<file path="src/hdl/micw_regs.svh">
`ifndef MICW_REGS_SVH
`define MICW_REGS_SVH
// Summary of operation
// [RQ1] Maskable requests arriving while disabled stay latched, serviced once enabled.
// [RQ2] Service entry pushes PC, X, A, CC, then sets the mask; Y unsaved.
// [RQ3] Return restores context; mask clears only if the stacked mask was zero.
// [RQ4] Fixed priority: reset, trap, then sources down to USB; own vectors.
// [RQ5] Trap instruction always enters service through its vector, ignoring the mask.
// [RQ6] Hardware interrupts are taken only at an instruction boundary.
// [RQ7] Peripheral flag interrupts only when enabled and unmasked; otherwise stays pending.
// [RQ8] Software clears a source by status access then associated register access.
// [RQ9] A clearing sequence discards a pending request so it is never serviced.
// [RQ10] Falling edge on external input sets its latch, bit 3 B, bit 2 A.
// [RQ11] External interrupt requested only when latch set, enabled and unmasked.
// [RQ12] External handler removes the cause by clearing latch or enable bit.
// [RQ13] External enable bits are read/write, bit 1 B, bit 0 A.
// [RQ14] Wait instruction stops CPU processing; clock and peripherals keep running.
// [RQ15] Entering wait clears the mask; any interrupt ends wait and is serviced.
// [RQ16] Reset during wait fetches the reset vector like a normal reset.
// [RQ17] Halt opcode is illegal and requests a device reset.
// [RQ18] Bit 4 selects clock speed: 0 for 12 MHz, 1 for 24 MHz; reset 10h.
// [RQ19] Bit 7 picks primary or alternate vertical sync for the display channel.
// [RQ20] Bit 6 picks sync outputs or flyback inputs for timing measurement.
// [RQ21] Bit 5 enables the divided horizontal sync output onto its pin.
// [RQ22] Every reset sets the interrupt mask bit.
// [RQ23] External inputs pass a two-stage synchroniser before falling-edge detection.

// ----------------------------------------
// Register map
// ----------------------------------------
`define MICW_ADDR_MISC 8'h09
`define MICW_MISC_RST 8'h10
`define MICW_BIT_VSYNC_SEL 7
`define MICW_BIT_MEAS_SEL 6
`define MICW_BIT_HDIV_EN 5
`define MICW_BIT_FAST 4
`define MICW_BIT_B_LATCH 3
`define MICW_BIT_A_LATCH 2
`define MICW_BIT_B_EN 1
`define MICW_BIT_A_EN 0

// ----------------------------------------
// Vectors and counts
// ----------------------------------------
`define MICW_VEC_RESET 16'hfffe
`define MICW_VEC_TRAP 16'hfffc
`define MICW_N_SRC 10
`define MICW_N_PERIPH 8
// Source 0 (highest) in the low word, source 9 (lowest) in the high word
`define MICW_VEC_TABLE {16'hffe6, 16'hffea, 16'hffec, 16'hffee, 16'hfff0, \
   16'hfff2, 16'hfff4, 16'hfff6, 16'hfff8, 16'hfffa}
`define MICW_SAVE_BYTES 3'h5
`endif

</file>
<file path="src/hdl/micw_pkg.sv">
package micw_pkg;
   typedef enum logic [1:0] {
      ST_RUN = 2'h0,
      ST_SAVE = 2'h1,
      ST_VECT = 2'h3,
      ST_WAIT = 2'h2
   } micw_state_t;

   typedef struct packed {
      logic [7:0] addr;
      logic [7:0] wdata;
      logic wr;
      logic rd;
   } micw_bus_t;

   typedef struct packed {
      logic instr_done;
      logic trap_exec;
      logic wfi_exec;
      logic halt_decode;
      logic return_from_interrupt_exec;
      logic return_from_interrupt_i_bit;
      logic set_i;
      logic clr_i;
   } micw_cpu_in_t;

   typedef struct packed {
      logic stall;
      logic push_ctx;
      logic vector_load;
      logic [15:0] vector_addr;
      logic i_bit;
      logic reset_req;
      logic in_wait;
   } micw_cpu_out_t;

   typedef struct packed {
      logic ddc_vsync;
      logic tmu_hsync;
      logic tmu_vsync;
      logic divided_hsync_output;
      logic divided_hsync_oe;
      logic fast_mode;
   } micw_route_t;
endpackage : micw_pkg

</file>
<file path="src/hdl/micw_ctrl.sv">
// Chosen here: the plain strobed port.
`timescale 1ns/1ps
`include "micw_regs.svh"
module micw_ctrl (
   input wire logic core_clk,
   input wire logic rst_n,
   input micw_pkg::micw_bus_t bus,
   output logic [7:0] reg_rdata,
   input micw_pkg::micw_cpu_in_t cpu_in,
   output micw_pkg::micw_cpu_out_t cpu_out,
   input wire logic [7:0] periph_flag,
   input wire logic [7:0] periph_enable,
   input wire logic [7:0] periph_clear,
   input wire logic ext_irq_input_a,
   input wire logic ext_irq_input_b,
   input wire logic primary_vsync_input,
   input wire logic alternate_vsync_input,
   input wire logic h_flyback_input,
   input wire logic v_flyback_input,
   input wire logic hsync_from_sync,
   input wire logic vsync_from_sync,
   input wire logic hsync_div_from_sync,
   output micw_pkg::micw_route_t route
);
   import micw_pkg::*;

   localparam int WAIT_EXIT_MAX = 1;

   // ----------------------------------------
   // Pin synchronisers
   // ----------------------------------------
   logic [5:0] sync1;
   logic [5:0] sync2;
   logic [1:0] ext_prev;
   logic edge_a;
   logic edge_b;

   // Two flops per pin, then a third stage on the two external pins for edge detection
   always_ff @(posedge core_clk) begin
      if (!rst_n) begin
         sync1 <= 6'h3f;
         sync2 <= 6'h3f;
         ext_prev <= 2'h3;
      end else begin
         sync1 <= {ext_irq_input_a, ext_irq_input_b, primary_vsync_input,
                   alternate_vsync_input, h_flyback_input, v_flyback_input};
         sync2 <= sync1; // see RQ23
         ext_prev <= sync2[5:4];
      end
   end

   // Falling edges seen once per transition
   assign edge_a = ext_prev[1] & ~sync2[5]; // see RQ23
   assign edge_b = ext_prev[0] & ~sync2[4]; // see RQ23

   // ----------------------------------------
   // Miscellaneous register and bus
   // ----------------------------------------
   logic [7:0] misc;
   logic [7:0] next_misc;
   logic [7:0] next_rdata;
   logic misc_hit_wr;

   assign misc_hit_wr = bus.wr && (bus.addr == `MICW_ADDR_MISC);

   // Write updates, software clears latches by writing zero, edges win
   always_comb begin
      next_misc = misc;
      if (misc_hit_wr) begin
         next_misc[7:4] = bus.wdata[7:4]; // see RQ18
         next_misc[3:2] = misc[3:2] & bus.wdata[3:2];
         next_misc[1:0] = bus.wdata[1:0]; // see RQ13
      end
      if (edge_b) begin
         next_misc[`MICW_BIT_B_LATCH] = 1'b1; // see RQ10
      end
      if (edge_a) begin
         next_misc[`MICW_BIT_A_LATCH] = 1'b1; // see RQ10
      end
      next_rdata = 8'h00;
      if (bus.rd && (bus.addr == `MICW_ADDR_MISC)) begin
         next_rdata = misc;
      end
   end

   // Register update
   always_ff @(posedge core_clk) begin
      if (!rst_n) begin
         misc <= `MICW_MISC_RST; // see RQ18
         reg_rdata <= 8'h00;
      end else begin
         misc <= next_misc;
         reg_rdata <= next_rdata;
      end
   end

   // ----------------------------------------
   // Signal routing
   // ----------------------------------------
   micw_route_t next_route;

   // Source selection from register bits
   always_comb begin
      next_route.ddc_vsync = misc[`MICW_BIT_VSYNC_SEL] ? sync2[2] : sync2[3]; // see RQ19
      next_route.tmu_hsync = misc[`MICW_BIT_MEAS_SEL] ? sync2[1] : hsync_from_sync; // see RQ20
      next_route.tmu_vsync = misc[`MICW_BIT_MEAS_SEL] ? sync2[0] : vsync_from_sync; // see RQ20
      next_route.divided_hsync_output = misc[`MICW_BIT_HDIV_EN] & hsync_div_from_sync; // see RQ21
      next_route.divided_hsync_oe = misc[`MICW_BIT_HDIV_EN]; // see RQ21
      next_route.fast_mode = misc[`MICW_BIT_FAST]; // see RQ18
   end

   // Routing outputs
   always_ff @(posedge core_clk) begin
      if (!rst_n) begin
         route <= '0;
      end else begin
         route <= next_route;
      end
   end

   // ----------------------------------------
   // Peripheral pending latches
   // ----------------------------------------
   logic [7:0] flag_q;
   logic [7:0] pend;
   logic [7:0] next_pend;

   // Rising flag sets, clearing sequence discards, a new event wins
   generate
      for (genvar k = 0; k < `MICW_N_PERIPH; k++) begin : g_pend
         always_comb begin
            next_pend[k] = (periph_flag[k] & ~flag_q[k]) | (pend[k] & ~periph_clear[k]); // see RQ1 RQ9
         end
      end
   endgenerate

   // Pending registers
   always_ff @(posedge core_clk) begin
      if (!rst_n) begin
         flag_q <= 8'h00;
         pend <= 8'h00;
      end else begin
         flag_q <= periph_flag;
         pend <= next_pend;
      end
   end

   // ----------------------------------------
   // Request priority
   // ----------------------------------------
   logic [`MICW_N_SRC-1:0] src_req;
   logic irq_req;
   logic [15:0] sel_vec;

   // Lowest index is highest priority
   function automatic logic [15:0] micw_pick(input logic [`MICW_N_SRC-1:0] req);
      logic [16*`MICW_N_SRC-1:0] tbl;
      logic [15:0] v;
      tbl = `MICW_VEC_TABLE;
      v = tbl[15:0];
      for (int i = `MICW_N_SRC - 1; i >= 0; i--) begin
         if (req[i]) begin
            v = tbl[i*16 +: 16]; // see RQ4
         end
      end
      return v;
   endfunction : micw_pick

   // Enabled sources in priority order
   assign src_req = {pend[7:3] & periph_enable[7:3],
                     misc[`MICW_BIT_A_LATCH] & misc[`MICW_BIT_A_EN],
                     misc[`MICW_BIT_B_LATCH] & misc[`MICW_BIT_B_EN],
                     pend[2:0] & periph_enable[2:0]}; // see RQ11 RQ7
   assign irq_req = (|src_req) & ~cpu_out.i_bit; // see RQ7 RQ11
   assign sel_vec = micw_pick(src_req);

   // ----------------------------------------
   // Sequencer
   // ----------------------------------------
   micw_state_t state;
   micw_state_t next_state;
   logic [2:0] cnt;
   logic [2:0] next_cnt;
   micw_cpu_out_t next_out;

   // Next state and CPU handshake
   always_comb begin
      next_state = state;
      next_cnt = cnt;
      next_out = cpu_out;
      next_out.reset_req = 1'b0;
      if (cpu_in.return_from_interrupt_exec) begin
         next_out.i_bit = cpu_in.return_from_interrupt_i_bit; // see RQ3
      end else if (cpu_in.set_i) begin
         next_out.i_bit = 1'b1;
      end else if (cpu_in.clr_i) begin
         next_out.i_bit = 1'b0;
      end
      case (state)
         ST_RUN: begin
            if (cpu_in.instr_done) begin // see RQ6
               if (cpu_in.trap_exec) begin
                  next_state = ST_SAVE; // see RQ5
                  next_out.vector_addr = `MICW_VEC_TRAP;
                  next_cnt = 3'h0;
               end else if (cpu_in.halt_decode) begin
                  next_out.reset_req = 1'b1; // see RQ17
               end else if (cpu_in.wfi_exec) begin
                  next_state = ST_WAIT; // see RQ14
                  next_out.i_bit = 1'b0; // see RQ15
               end else if (irq_req) begin
                  next_state = ST_SAVE;
                  next_out.vector_addr = sel_vec; // see RQ4
                  next_cnt = 3'h0;
               end
            end
         end
         ST_SAVE: begin
            next_cnt = cnt + 3'h1;
            if (cnt == `MICW_SAVE_BYTES - 3'h1) begin
               next_state = ST_VECT;
               next_out.i_bit = 1'b1; // see RQ2
            end
         end
         ST_VECT: begin
            next_state = ST_RUN;
         end
         ST_WAIT: begin
            if (irq_req) begin
               next_state = ST_SAVE; // see RQ15
               next_out.vector_addr = sel_vec;
               next_cnt = 3'h0;
            end
         end
         default: begin
            next_state = ST_RUN;
         end
      endcase
      next_out.push_ctx = (next_state == ST_SAVE); // see RQ2
      next_out.vector_load = (next_state == ST_VECT);
      next_out.stall = (next_state != ST_RUN); // see RQ14
      next_out.in_wait = (next_state == ST_WAIT);
   end

   // Sequencer registers; reset forces the reset vector load
   always_ff @(posedge core_clk) begin
      if (!rst_n) begin
         state <= ST_VECT; // see RQ16
         cnt <= 3'h0;
         cpu_out.stall <= 1'b1;
         cpu_out.push_ctx <= 1'b0;
         cpu_out.vector_load <= 1'b1;
         cpu_out.vector_addr <= `MICW_VEC_RESET; // see RQ16
         cpu_out.i_bit <= 1'b1; // see RQ22
         cpu_out.reset_req <= 1'b0;
         cpu_out.in_wait <= 1'b0;
      end else begin
         state <= next_state;
         cnt <= next_cnt;
         cpu_out <= next_out;
      end
   end

   // ----------------------------------------
   // Assertion helpers
   // ----------------------------------------
   logic [2:0] busy_cnt;
   logic [2:0] next_busy_cnt;

   // Cycles spent saving and vectoring in one service
   always_comb begin
      next_busy_cnt = 3'h0;
      if (cpu_out.push_ctx || cpu_out.vector_load) begin
         next_busy_cnt = busy_cnt + 3'h1;
      end
   end

   // Helper counter register
   always_ff @(posedge core_clk) begin
      if (!rst_n) begin
         busy_cnt <= 3'h0;
      end else begin
         busy_cnt <= next_busy_cnt;
      end
   end
endmodule : micw_ctrl

</file>
<file path="config.mk">
export PLATFORM = sky130hd
export DESIGN_NAME = micw_ctrl
export DESIGN_NICKNAME = d
export VERILOG_FILES = /design/src/hdl/micw_pkg.sv /design/src/hdl/micw_ctrl.sv
export VERILOG_INCLUDE_DIRS = /design/src /design/src/hdl
export SDC_FILE = /design/constraint.sdc
export NUM_CORES = 1
export LEC_CHECK = 0
export ABC_AREA = 1
export ABC_CLOCK_PERIOD_IN_PS = 2100
export CORE_ASPECT_RATIO = 1.75
export CORE_MARGIN = 5
export CORE_UTILIZATION = 60
export CTS_BUF_LIST = sky130_fd_sc_hd__clkbuf_8
export DETAILED_ROUTE_END_ITERATION = 16
export DONT_BUFFER_PORTS = 1
export GPL_TIMING_DRIVEN = 0
export PLACE_DENSITY = 0.81
export SLEW_MARGIN = 0
export SYNTH_ARGS = -nofsm -noshare
export SYNTH_HDL_FRONTEND = slang
export SYNTH_SLANG_ARGS = --single-unit
</file>
<file path="constraint.sdc">
create_clock -name core_clk -period 2.1 [get_ports core_clk]
set_clock_uncertainty 0.05 [all_clocks]
set_input_delay 0.315 -clock core_clk [delete_from_list [all_inputs] [get_ports core_clk]]
set_output_delay 0.315 -clock core_clk [all_outputs]
set_load 0.02 [all_outputs]
</file>
== Yosys cells after proc, flatten, opt, wreduce, memory -nomap -nowiden ==
Index checks and enable logic that the tools add are counted.

* Flip-flop bits (word level): 79

* Add/sub/neg operators: 1
* Equality and inequality tests: 11
* Mux-type cells: 43
* Bitwise logic cells: 55
* Reduce and logical (&&, ||, !) cells: 13

{| class="wikitable"
|+ Operator list
! cell !! count
|-
| $mux 16 || 12
|-
| $pmux 16 s2 || 1
|-
| $and 1x1->1 || 22
|-
| $not 1->1 || 22
|-
| $mux 18 || 1
|-
| $mux 17 || 1
|-
| $mux 3 || 5
|-
| $mux 2 || 7
|-
| $mux 1 || 11
|-
| $reduce_or 10->1 || 1
|-
| $pmux 3 s3 || 1
|-
| $eq 2x2->1 const B || 4
|-
| $eq 8x4->1 const B || 1
|-
| $or 1x1->1 || 8
|-
| $pmux 2 s4 || 1
|-
| $reduce_and 4->1 || 2
|-
| $reduce_bool 2->1 || 4
|-
| $ne 3x3->1 const B || 2
|-
| $and 5x5->5 || 1
|-
| $mux 5 || 1
|-
| $eq 2x1->1 const B || 2
|-
| $mux 4 || 1
|-
| $reduce_or 4->1 || 1
|-
| $add 3x1->3 const B || 1
|-
| other kinds (9) || 10
|}

== Longest topological paths before layout ==
Gate-level depths: netlist of the first run.

* Word-level depth: 17
* Mapped depth: 11

== Worst setup path after synthesis of the first run ==
No wires, ideal clock.

* Path type: register -> register
* From: register state[1]
* To: register cnt[0]
* Setup time: 71 ps
* Data arrival time: 1440 ps
* Required time: 1979 ps
* Slack: 539 ps
* Stages on the path, launching flop included: 10
* Buffers on the path: 0
* Period minus slack after synthesis: 1561 ps
* Path through: dfxtp_1 -> inv_1 -> ha_1 -> nand2_2 -> nor2_4 -> nor3b_4 -> nand3_1 -> o21ai_0 -> nand2_1 -> a21oi_1

* Longest elaborated chain between the ends: 3

{| class="wikitable"
|+ Ends and longest elaborated chain
! what !! RTL line !! RTL
|-
| start, declared || micw_ctrl.sv:180 || <nowiki>micw_state_t state;</nowiki>
|-
| start signal, assigned || micw_ctrl.sv:258 || <nowiki>state <= next_state;</nowiki>
|-
| $eq 2x2->1, or another cell as far along || micw_ctrl.sv:199 || <nowiki>case (state)</nowiki>
|-
| $reduce_bool 3->1 (no line), or another cell as far along || n/a ||
|-
| $reduce_and 4->1 (no line) || n/a ||
|-
| end signal, assigned || micw_ctrl.sv:259 || <nowiki>cnt <= next_cnt;</nowiki>
|-
| end, declared || micw_ctrl.sv:182 || <nowiki>logic [2:0] cnt;</nowiki>
|}

Several ways; a longest one is shown, not always the timed one.
A chain may end at the register's enable or synchronous reset.

== Worst setup path after layout of the first run ==
* From: register state[1]
* To: register cnt[1]

Same word-level chain as after synthesis.

==> impl_summary.log, run 1 <==
[metrics] combined global-route utilization of all metal layers: 0.198
[metrics] biggest fanout along the worst timing path: 7
[metrics] antenna violations before repair: 0
[metrics] cell at the root of the clock tree: sky130_fd_sc_hd__clkbuf_8
[metrics] area share of the largest cell type after synthesis: 0.521
[metrics] setup repair after global routing missed its margin: no
[metrics] area of the mapped netlist: 3040 sq um
[metrics] reported max-cap violation count: 0
[metrics] dominant combinational cell family by area after synthesis: simple AND/OR/NAND/NOR gates
[metrics] post-route minimum period: roughly 1.9 ns
[metrics] wirelength, routed: roughly 6400 microns
[metrics] xor and xnor area share after synthesis: 0
[metrics] y dimension of the die: between 100 and 150 microns
[metrics] Peak VDD IR: 0.000857 V
[metrics] most common flop cell mapped by yosys: sky130_fd_sc_hd__dfxtp_1
[metrics] TritonCTS clock tree: done
[metrics] static leakage: around 1.5 nW
[metrics] share of final-layout standard cells stronger than drive strength 1: 0.129
[metrics] number of register bits inferred by synthesis: 79
[metrics] async set-reset flop share out of synthesis: 0
[metrics] number of DRC markers in iteration 0: 99
[metrics] worst reg2reg setup slack: ~0.25 ns
[metrics] Overflow after GRT: 0
[metrics] Site Rows: 34
[metrics] buffers from clock root to sink, at most: 2
[metrics] leading post-synthesis cells by instance count: sky130_fd_sc_hd__nand2_1 (80), sky130_fd_sc_hd__dfxtp_1 (79), sky130_fd_sc_hd__inv_1 (54), sky130_fd_sc_hd__nor2_1 (36), sky130_fd_sc_hd__o21ai_0 (19)
[metrics] Fmax: between 500 and 600 MHz
[metrics] max-slew violation count: 0
[metrics] Seq/Total Area, Yosys: 0.521
[metrics] Post-Synthesis Mean Instance Area: between 8 and 9 sq um
[metrics] top cells by area, synth: sky130_fd_sc_hd__dfxtp_1 (52%), sky130_fd_sc_hd__nand2_1 (9.9%), sky130_fd_sc_hd__inv_1 (6.7%)
[metrics] power density over the cells: 1110 nW/um^2
[metrics] number of global-route vias before repair: 2334
[metrics] data required time of the critical path: 2.31 ns
[metrics] first-pass iteration count of the detailed router: 4
[metrics] multiplexer area fraction after synthesis: 0
[metrics] cell count after synthesis: about 370
[metrics] share of the cycle needed by the critical path after routing: 0.881
[metrics] Detail Placement HPWL: about 5000 microns
[metrics] Synth Area in Compound Gates: 0.105
[metrics] final net count: about 450
[metrics] vias after detailed routing: 2330
[metrics] total negative setup slack: 0 ns
[metrics] Yosys top cell by area: sky130_fd_sc_hd__dfxtp_1
[metrics] final non-filler cell total: around 440
[metrics] remaining routing DRC violations: 0
[metrics] number of nets still failing antenna checks after routing: 0
[metrics] clock slew seen by the registers of the worst setup and hold paths: roughly 0.07 ns
[metrics] total chip power: between 3 and 4 mW
[metrics] total core area: a little under 5000 sq um
[metrics] number of synthesized flops with an enable pin: 0
[metrics] final weighted congestion in routability-driven placement: 0.933
[metrics] Hold EP: sync1[1]$_SDFF_PN1_
[metrics] post-synthesis share of cell area spent on full adders, half adders and majority gates: 0.0247
[metrics] number of placed cells counting well taps: 426
[metrics] post-detailed-route wirelength per cell: ~14 microns
[metrics] clock latency reported for the late side of the worst-skew pair: 0.34 ns
[metrics] Worst Reg-to-Reg Cells: 9
[metrics] Worst Hold Class: in -> reg
[metrics] Max transition margin: 0.632
[metrics] first-pass GRT wire length: ~10000 microns
[metrics] Cell variety after synth: 30
[metrics] Finish-stage setup viols: 0
[metrics] critical path startpoint category: register
[metrics] Worst setup EP type: register
[metrics] area delta synth->final: 9.93%
[metrics] count of buffers inserted at the top-level ports: 0
[metrics] Final Hold Fails: 0
[metrics] vias per std cell: between 5 and 6
[metrics] I/O pins: a little under 100
[metrics] launch instance of the worst register-to-register path: state[1]$_SDFF_PN1_
[metrics] status: finished clean
[metrics] maximum number of pins on one net before global-route repair: 13
[metrics] total nets after synthesis: roughly 440
[metrics] number of levels in the clock H-tree: 3
[metrics] capturing point of the worst reg2reg path: cnt[1]$_SDFFE_PN0P_
[metrics] number of warnings issued by yosys: 0
[metrics] Ant. Diodes: 0
[metrics] initial core utilization: 0.615
[metrics] Hold Path Cell Cnt: 1
[metrics] clk sink count: 79
[metrics] kind of critical path: reg -> reg
[metrics] full die area: 6640 sq um
[metrics] Worst Min Path Start: h_flyback_input
[metrics] cts bufs inserted: 9
[metrics] number of buffers inserted by post-CTS setup repair: 0
[metrics] transition time at the pin with the least slew margin: roughly 0.55 ns
[metrics] Arr. time, crit path: around 2.1 ns
[metrics] Chip Width: about 64 microns
[metrics] most frequent cell after synthesis: sky130_fd_sc_hd__nand2_1
[metrics] Simple-Gate Fraction of Synth Area: 0.262
cells by family after synthesis:
kind of cell | after synthesis
flip-flops | 79
AO/OA/AOI/OAI | 51
adder cells (fa/ha/maj) | 6
AND/OR/NAND/NOR | 170
buffers and inverters | 66
registers in the layout, indices dropped and copies added, names as in the netlist:
register and cells:
cnt 3, cpu_out 22, ext_prev 2, flag_q 8
misc 8, pend 8, reg_rdata 8, route 6
state 2, sync1 6, sync2 6
layout by cell type, fill, tap and decap left out:
cell type	instances
sky130_fd_sc_hd__or2_2	13
sky130_fd_sc_hd__nand3_1	16
sky130_fd_sc_hd__a31oi_1	2
sky130_fd_sc_hd__a21oi_1	14
sky130_fd_sc_hd__dlygate4sd3_1	1
sky130_fd_sc_hd__buf_6	2
sky130_fd_sc_hd__nor2_8	1
sky130_fd_sc_hd__clkbuf_8	11
sky130_fd_sc_hd__nor3b_4	1
sky130_fd_sc_hd__clkbuf_1	6
sky130_fd_sc_hd__inv_1	56
sky130_fd_sc_hd__buf_2	1
sky130_fd_sc_hd__nand2_2	6
sky130_fd_sc_hd__o32ai_1	8
sky130_fd_sc_hd__nand2_4	2
sky130_fd_sc_hd__nor3_2	1
sky130_fd_sc_hd__nor3_1	3
sky130_fd_sc_hd__o21ai_1	1
sky130_fd_sc_hd__dfxtp_1	79
sky130_fd_sc_hd__ha_1	6
sky130_fd_sc_hd__nor2_2	3
sky130_fd_sc_hd__nor4_1	1
sky130_fd_sc_hd__bufinv_16	2
sky130_fd_sc_hd__o211ai_1	2
sky130_fd_sc_hd__inv_2	3
sky130_fd_sc_hd__nand2_1	80
sky130_fd_sc_hd__nor2_4	1
sky130_fd_sc_hd__nor2_1	36
sky130_fd_sc_hd__o21ai_0	19
sky130_fd_sc_hd__o21ai_4	2
sky130_fd_sc_hd__o22ai_1	3
sky130_fd_sc_hd__clkinv_2	1
sky130_fd_sc_hd__nand4_1	5
sky130_fd_sc_hd__nand3b_1	1
power breakdown:
part,switching [mW],internal [mW],leakage [nW]
clock,0.508,0.724,0.122
combinational,0.429,0.254,0.733
sequential,0.160,1.62,0.649
worst max path at each step:
| stage | from | endpoint | slack (ns) | depth (start not counted) |
|---|---|---|---|---|
| final | state[1]$_SDFF_PN1_ | cnt[1]$_SDFFE_PN0P_ | 0.25 | 9 |
| after global routing | state[1]$_SDFF_PN1_ | cnt[1]$_SDFFE_PN0P_ | 0.09 | 9 |
| after CTS | state[1]$_SDFF_PN1_ | cnt[1]$_SDFFE_PN0P_ | 0.26 | 9 |
| after detailed placement | state[1]$_SDFF_PN1_ | cnt[1]$_SDFFE_PN0P_ | 0.29 | 9 |
| after global placement | state[0]$_SDFF_PN1_ | cpu_out[4]$_SDFFE_PN1P_ | 0.35 | 10 |
| after floorplan | state[1]$_SDFF_PN1_ | cnt[0]$_SDFFE_PN0P_ | 0.54 | 9 |
metal layers:
layer  up-vias  GRT usage  wire, microns
met4         0     0.0906            119
met1      1060      0.198           2280
met3        12     0.0616            439
met2        62      0.359           3560
li1       1196          -              -
met5         -          0              0
what timing repair did:
| item | in CTS | in global routing |
|---|---|---|
| hold buffers | 1 | 0 |
| endpoints found under the setup margin | 0 | 0 |
| hold endpoints to repair | 1 | 0 |
| gates resized for setup | 0 | 0 |
worst max-delay path, cell delays in order, from the launching register on:
cell and delay [ns]:
sky130_fd_sc_hd__dfxtp_1 0.42, sky130_fd_sc_hd__inv_1 0.12, sky130_fd_sc_hd__ha_1 0.30, sky130_fd_sc_hd__nand2_2 0.15
sky130_fd_sc_hd__nor2_4 0.07, sky130_fd_sc_hd__nor3b_4 0.26, sky130_fd_sc_hd__nand3_1 0.11, sky130_fd_sc_hd__o21ai_1 0.10
sky130_fd_sc_hd__nand2_1 0.07, sky130_fd_sc_hd__a21oi_1 0.12
final cells by class:
class / count / area (sq um)
fill: 413 / 1600
sequential: 79 / 1580
multi-input combinational: 227 / 1190
inverter: 57 / 214
clock buffer: 11 / 151
clock inverter: 5 / 72.6
tap: 54 / 67.6
buffer: 9 / 50.0
timing repair buffer: 1 / 10.0
through the flow:
step | hold slack, ns | worst slack [ns] | utilization | area, sq um
floorplan | 0.341 | 0.539 | - | 3040
global route | 0.0158 | 0.0880 | 0.676 | 3340
global placement | 0.346 | 0.351 | 0.629 | 3100
detailed placement | 0.349 | 0.285 | 0.629 | 3100
CTS | 0.0144 | 0.260 | 0.676 | 3340
finish | 0.0303 | 0.250 | 0.676 | 3340
Power figures use the tool's default switching activity.
==> run 2, diff against run 1 <==
==> constraint.sdc (replaced) <==
create_clock -name core_clk -period 2.1 [get_ports core_clk]
set_clock_uncertainty 0.05 [all_clocks]
set_input_delay 0.21 -clock core_clk [delete_from_list [all_inputs] [get_ports core_clk]]
set_output_delay 0.21 -clock core_clk [all_outputs]
set_load 0.02 [all_outputs]
==> impl_summary.log, run 2 (synthesis gave the netlist of run 1 again) <==
[metrics] Worst setup EP type: register
[metrics] pre-CTS setup slack: roughly 0.29 ns
[metrics] biggest fanout along the worst timing path: 7
[metrics] number of buffers inserted by post-CTS setup repair: 0
[metrics] total chip power: approximately 3.8 mW
[metrics] y dimension of the die: about 100 microns
[metrics] remaining routing DRC violations: 0
[metrics] Post-CTS Resized: 0
[metrics] Chip Width: about 64 microns
[metrics] total negative setup slack: 0 ns
[metrics] Ant. Diodes: 0
[metrics] reported max-cap violation count: 0
[metrics] clock latency reported for the late side of the worst-skew pair: 0.34 ns
[metrics] post-route minimum period: 1.84 ns
[metrics] crit-path cells: inv_1, ha_1, nand2_2, nor2_4, nor3b_4, nand3_1, o21ai_1, nand2_1, a21oi_1
[metrics] final cell area excluding filler cells: 3650 sq um
[metrics] number of placed cells counting well taps: about 430
[metrics] initial core utilization: 0.615
[metrics] Detail Placement HPWL: around 5000 microns
[metrics] Fmax: approximately 540 MHz
[metrics] I/O pins: 97
[metrics] cts-stage hold buffer count: 32
[metrics] transition time at the pin with the least slew margin: 0.553 ns
[metrics] Finish-stage setup viols: 0
[metrics] final weighted congestion in routability-driven placement: approximately 0.93
[metrics] TritonCTS clock tree: done
[metrics] clock slew seen by the registers of the worst setup and hold paths: roughly 0.070 ns
[metrics] Final Hold Fails: 0
[metrics] final worst-path setup slack: ~0.26 ns
[metrics] combined global-route utilization of all metal layers: 0.216
[metrics] Post-Place Cell Area: 3100 sq um
[metrics] highest-count cells in the layout ignoring fill and taps: sky130_fd_sc_hd__nand2_1 (80), sky130_fd_sc_hd__dfxtp_1 (79), sky130_fd_sc_hd__inv_1 (56)
[metrics] most frequent standard cell in the layout excluding fill and tap cells: sky130_fd_sc_hd__nand2_1
[metrics] Arr. time, crit path: roughly 2 ns
[metrics] antenna violations before repair: 0
[metrics] Worst Hold Class: in -> reg
[metrics] final non-filler cell total: roughly 470
[metrics] number of global-route vias before repair: about 2500
[metrics] end-of-flow core utilization: 0.739
[metrics] static leakage: between 1.5 and 2 nW
[metrics] data required time of the critical path: between 2 and 2.5 ns
[metrics] Worst path slowest cell: sky130_fd_sc_hd__dfxtp_1
[metrics] count of buffers inserted at the top-level ports: 0
[metrics] first-pass GRT wire length: roughly 11000 microns
[metrics] power density over the cells: 1030 nW/um^2
[metrics] buffers from clock root to sink, at most: 2
[metrics] Overflow after GRT: 0
[metrics] total core area: between 4000 and 5000 sq um
[metrics] number of flip-flops in the largest register: 22
[metrics] worst slack on hold paths: between 0.02 and 0.025 ns
[metrics] max-slew violation count: 0
[metrics] vias per std cell: around 5.3
[metrics] maximum number of pins on one net before global-route repair: 13
[metrics] number of DRC markers in iteration 0: ~150
[metrics] cell at the root of the clock tree: sky130_fd_sc_hd__clkbuf_8
[metrics] area occupied by registers: ~1600 sq um
[metrics] first-pass iteration count of the detailed router: 4
[metrics] final net count: 482
[metrics] vias after detailed routing: roughly 2500
[metrics] number of nets still failing antenna checks after routing: 0
[metrics] Site Rows: 34
[metrics] share of the cycle needed by the critical path after routing: 0.874
[metrics] wirelength, routed: between 7000 and 8000 microns
[metrics] register with the most flip-flops: cpu_out
[metrics] Multi-input gate area: ~1200 sq um
[metrics] number of levels in the clock H-tree: 3
[metrics] critical path startpoint category: register
[metrics] setup repair after global routing missed its margin: no
[metrics] area delta synth->final: 20.2%
[metrics] share of final-layout standard cells stronger than drive strength 1: 0.119
[metrics] Peak VDD IR: 0.000869 V
[metrics] kind of critical path: reg -> reg
[metrics] cts bufs inserted: 9
[metrics] Max transition margin: 0.631
[metrics] status: finished clean
[metrics] final-layout fill cell count: 354
[metrics] maximum cell stage delay along the critical path: about 0.42 ns
[metrics] clk sink count: 79
[metrics] post-detailed-route wirelength per cell: around 15 microns
[metrics] full die area: 6640 sq um
run 2: layer usage:
metal	wire, microns	global-route usage
met1	2390	0.206
met2	3900	0.400
met5	0	0
met4	223	0.116
met3	515	0.0595
run 2: layout make-up:
| cell class | count | area share |
|---|---|---|
| well taps | 54 | 0.0185 |
| plain buffers | 9 | 0.0137 |
| clock inverters | 5 | 0.0199 |
| multi-input cells | 227 | 0.326 |
| flip-flops and latches | 79 | 0.434 |
| clock buffers | 11 | 0.0415 |
| inverters | 57 | 0.0587 |
| repair buffers | 32 | 0.0878 |
run 2: worst paths after layout:
path              cells after the start  slack, ns           startpoint                    to
hold / removal                        2       0.02               bus[7]  misc[5]$_SDFFE_PN0P_
hold reg to reg                       1       0.37  sync1[4]$_SDFF_PN1_   sync2[4]$_SDFF_PN1_
setup / recovery                      9       0.26  state[1]$_SDFF_PN1_   cnt[1]$_SDFFE_PN0P_
setup reg to reg                      9       0.26  state[1]$_SDFF_PN1_   cnt[1]$_SDFFE_PN0P_
run 2: power by group:
| part | internal [mW] | switching [mW] | total (mW) |
|---|---|---|---|
| Combinational | 0.293 | 0.442 | 0.735 |
| Sequential | 1.62 | 0.161 | 1.78 |
| Clock | 0.724 | 0.510 | 1.23 |
run 2: critical path: cells and delay by family (launching register included):
kind	cells	cell delay, ns
AO/OA/AOI/OAI	2	0.22
adder cells (fa/ha/maj)	1	0.29
buffers and inverters	1	0.12
flip-flops	1	0.42
AND/OR/NAND/NOR	5	0.65
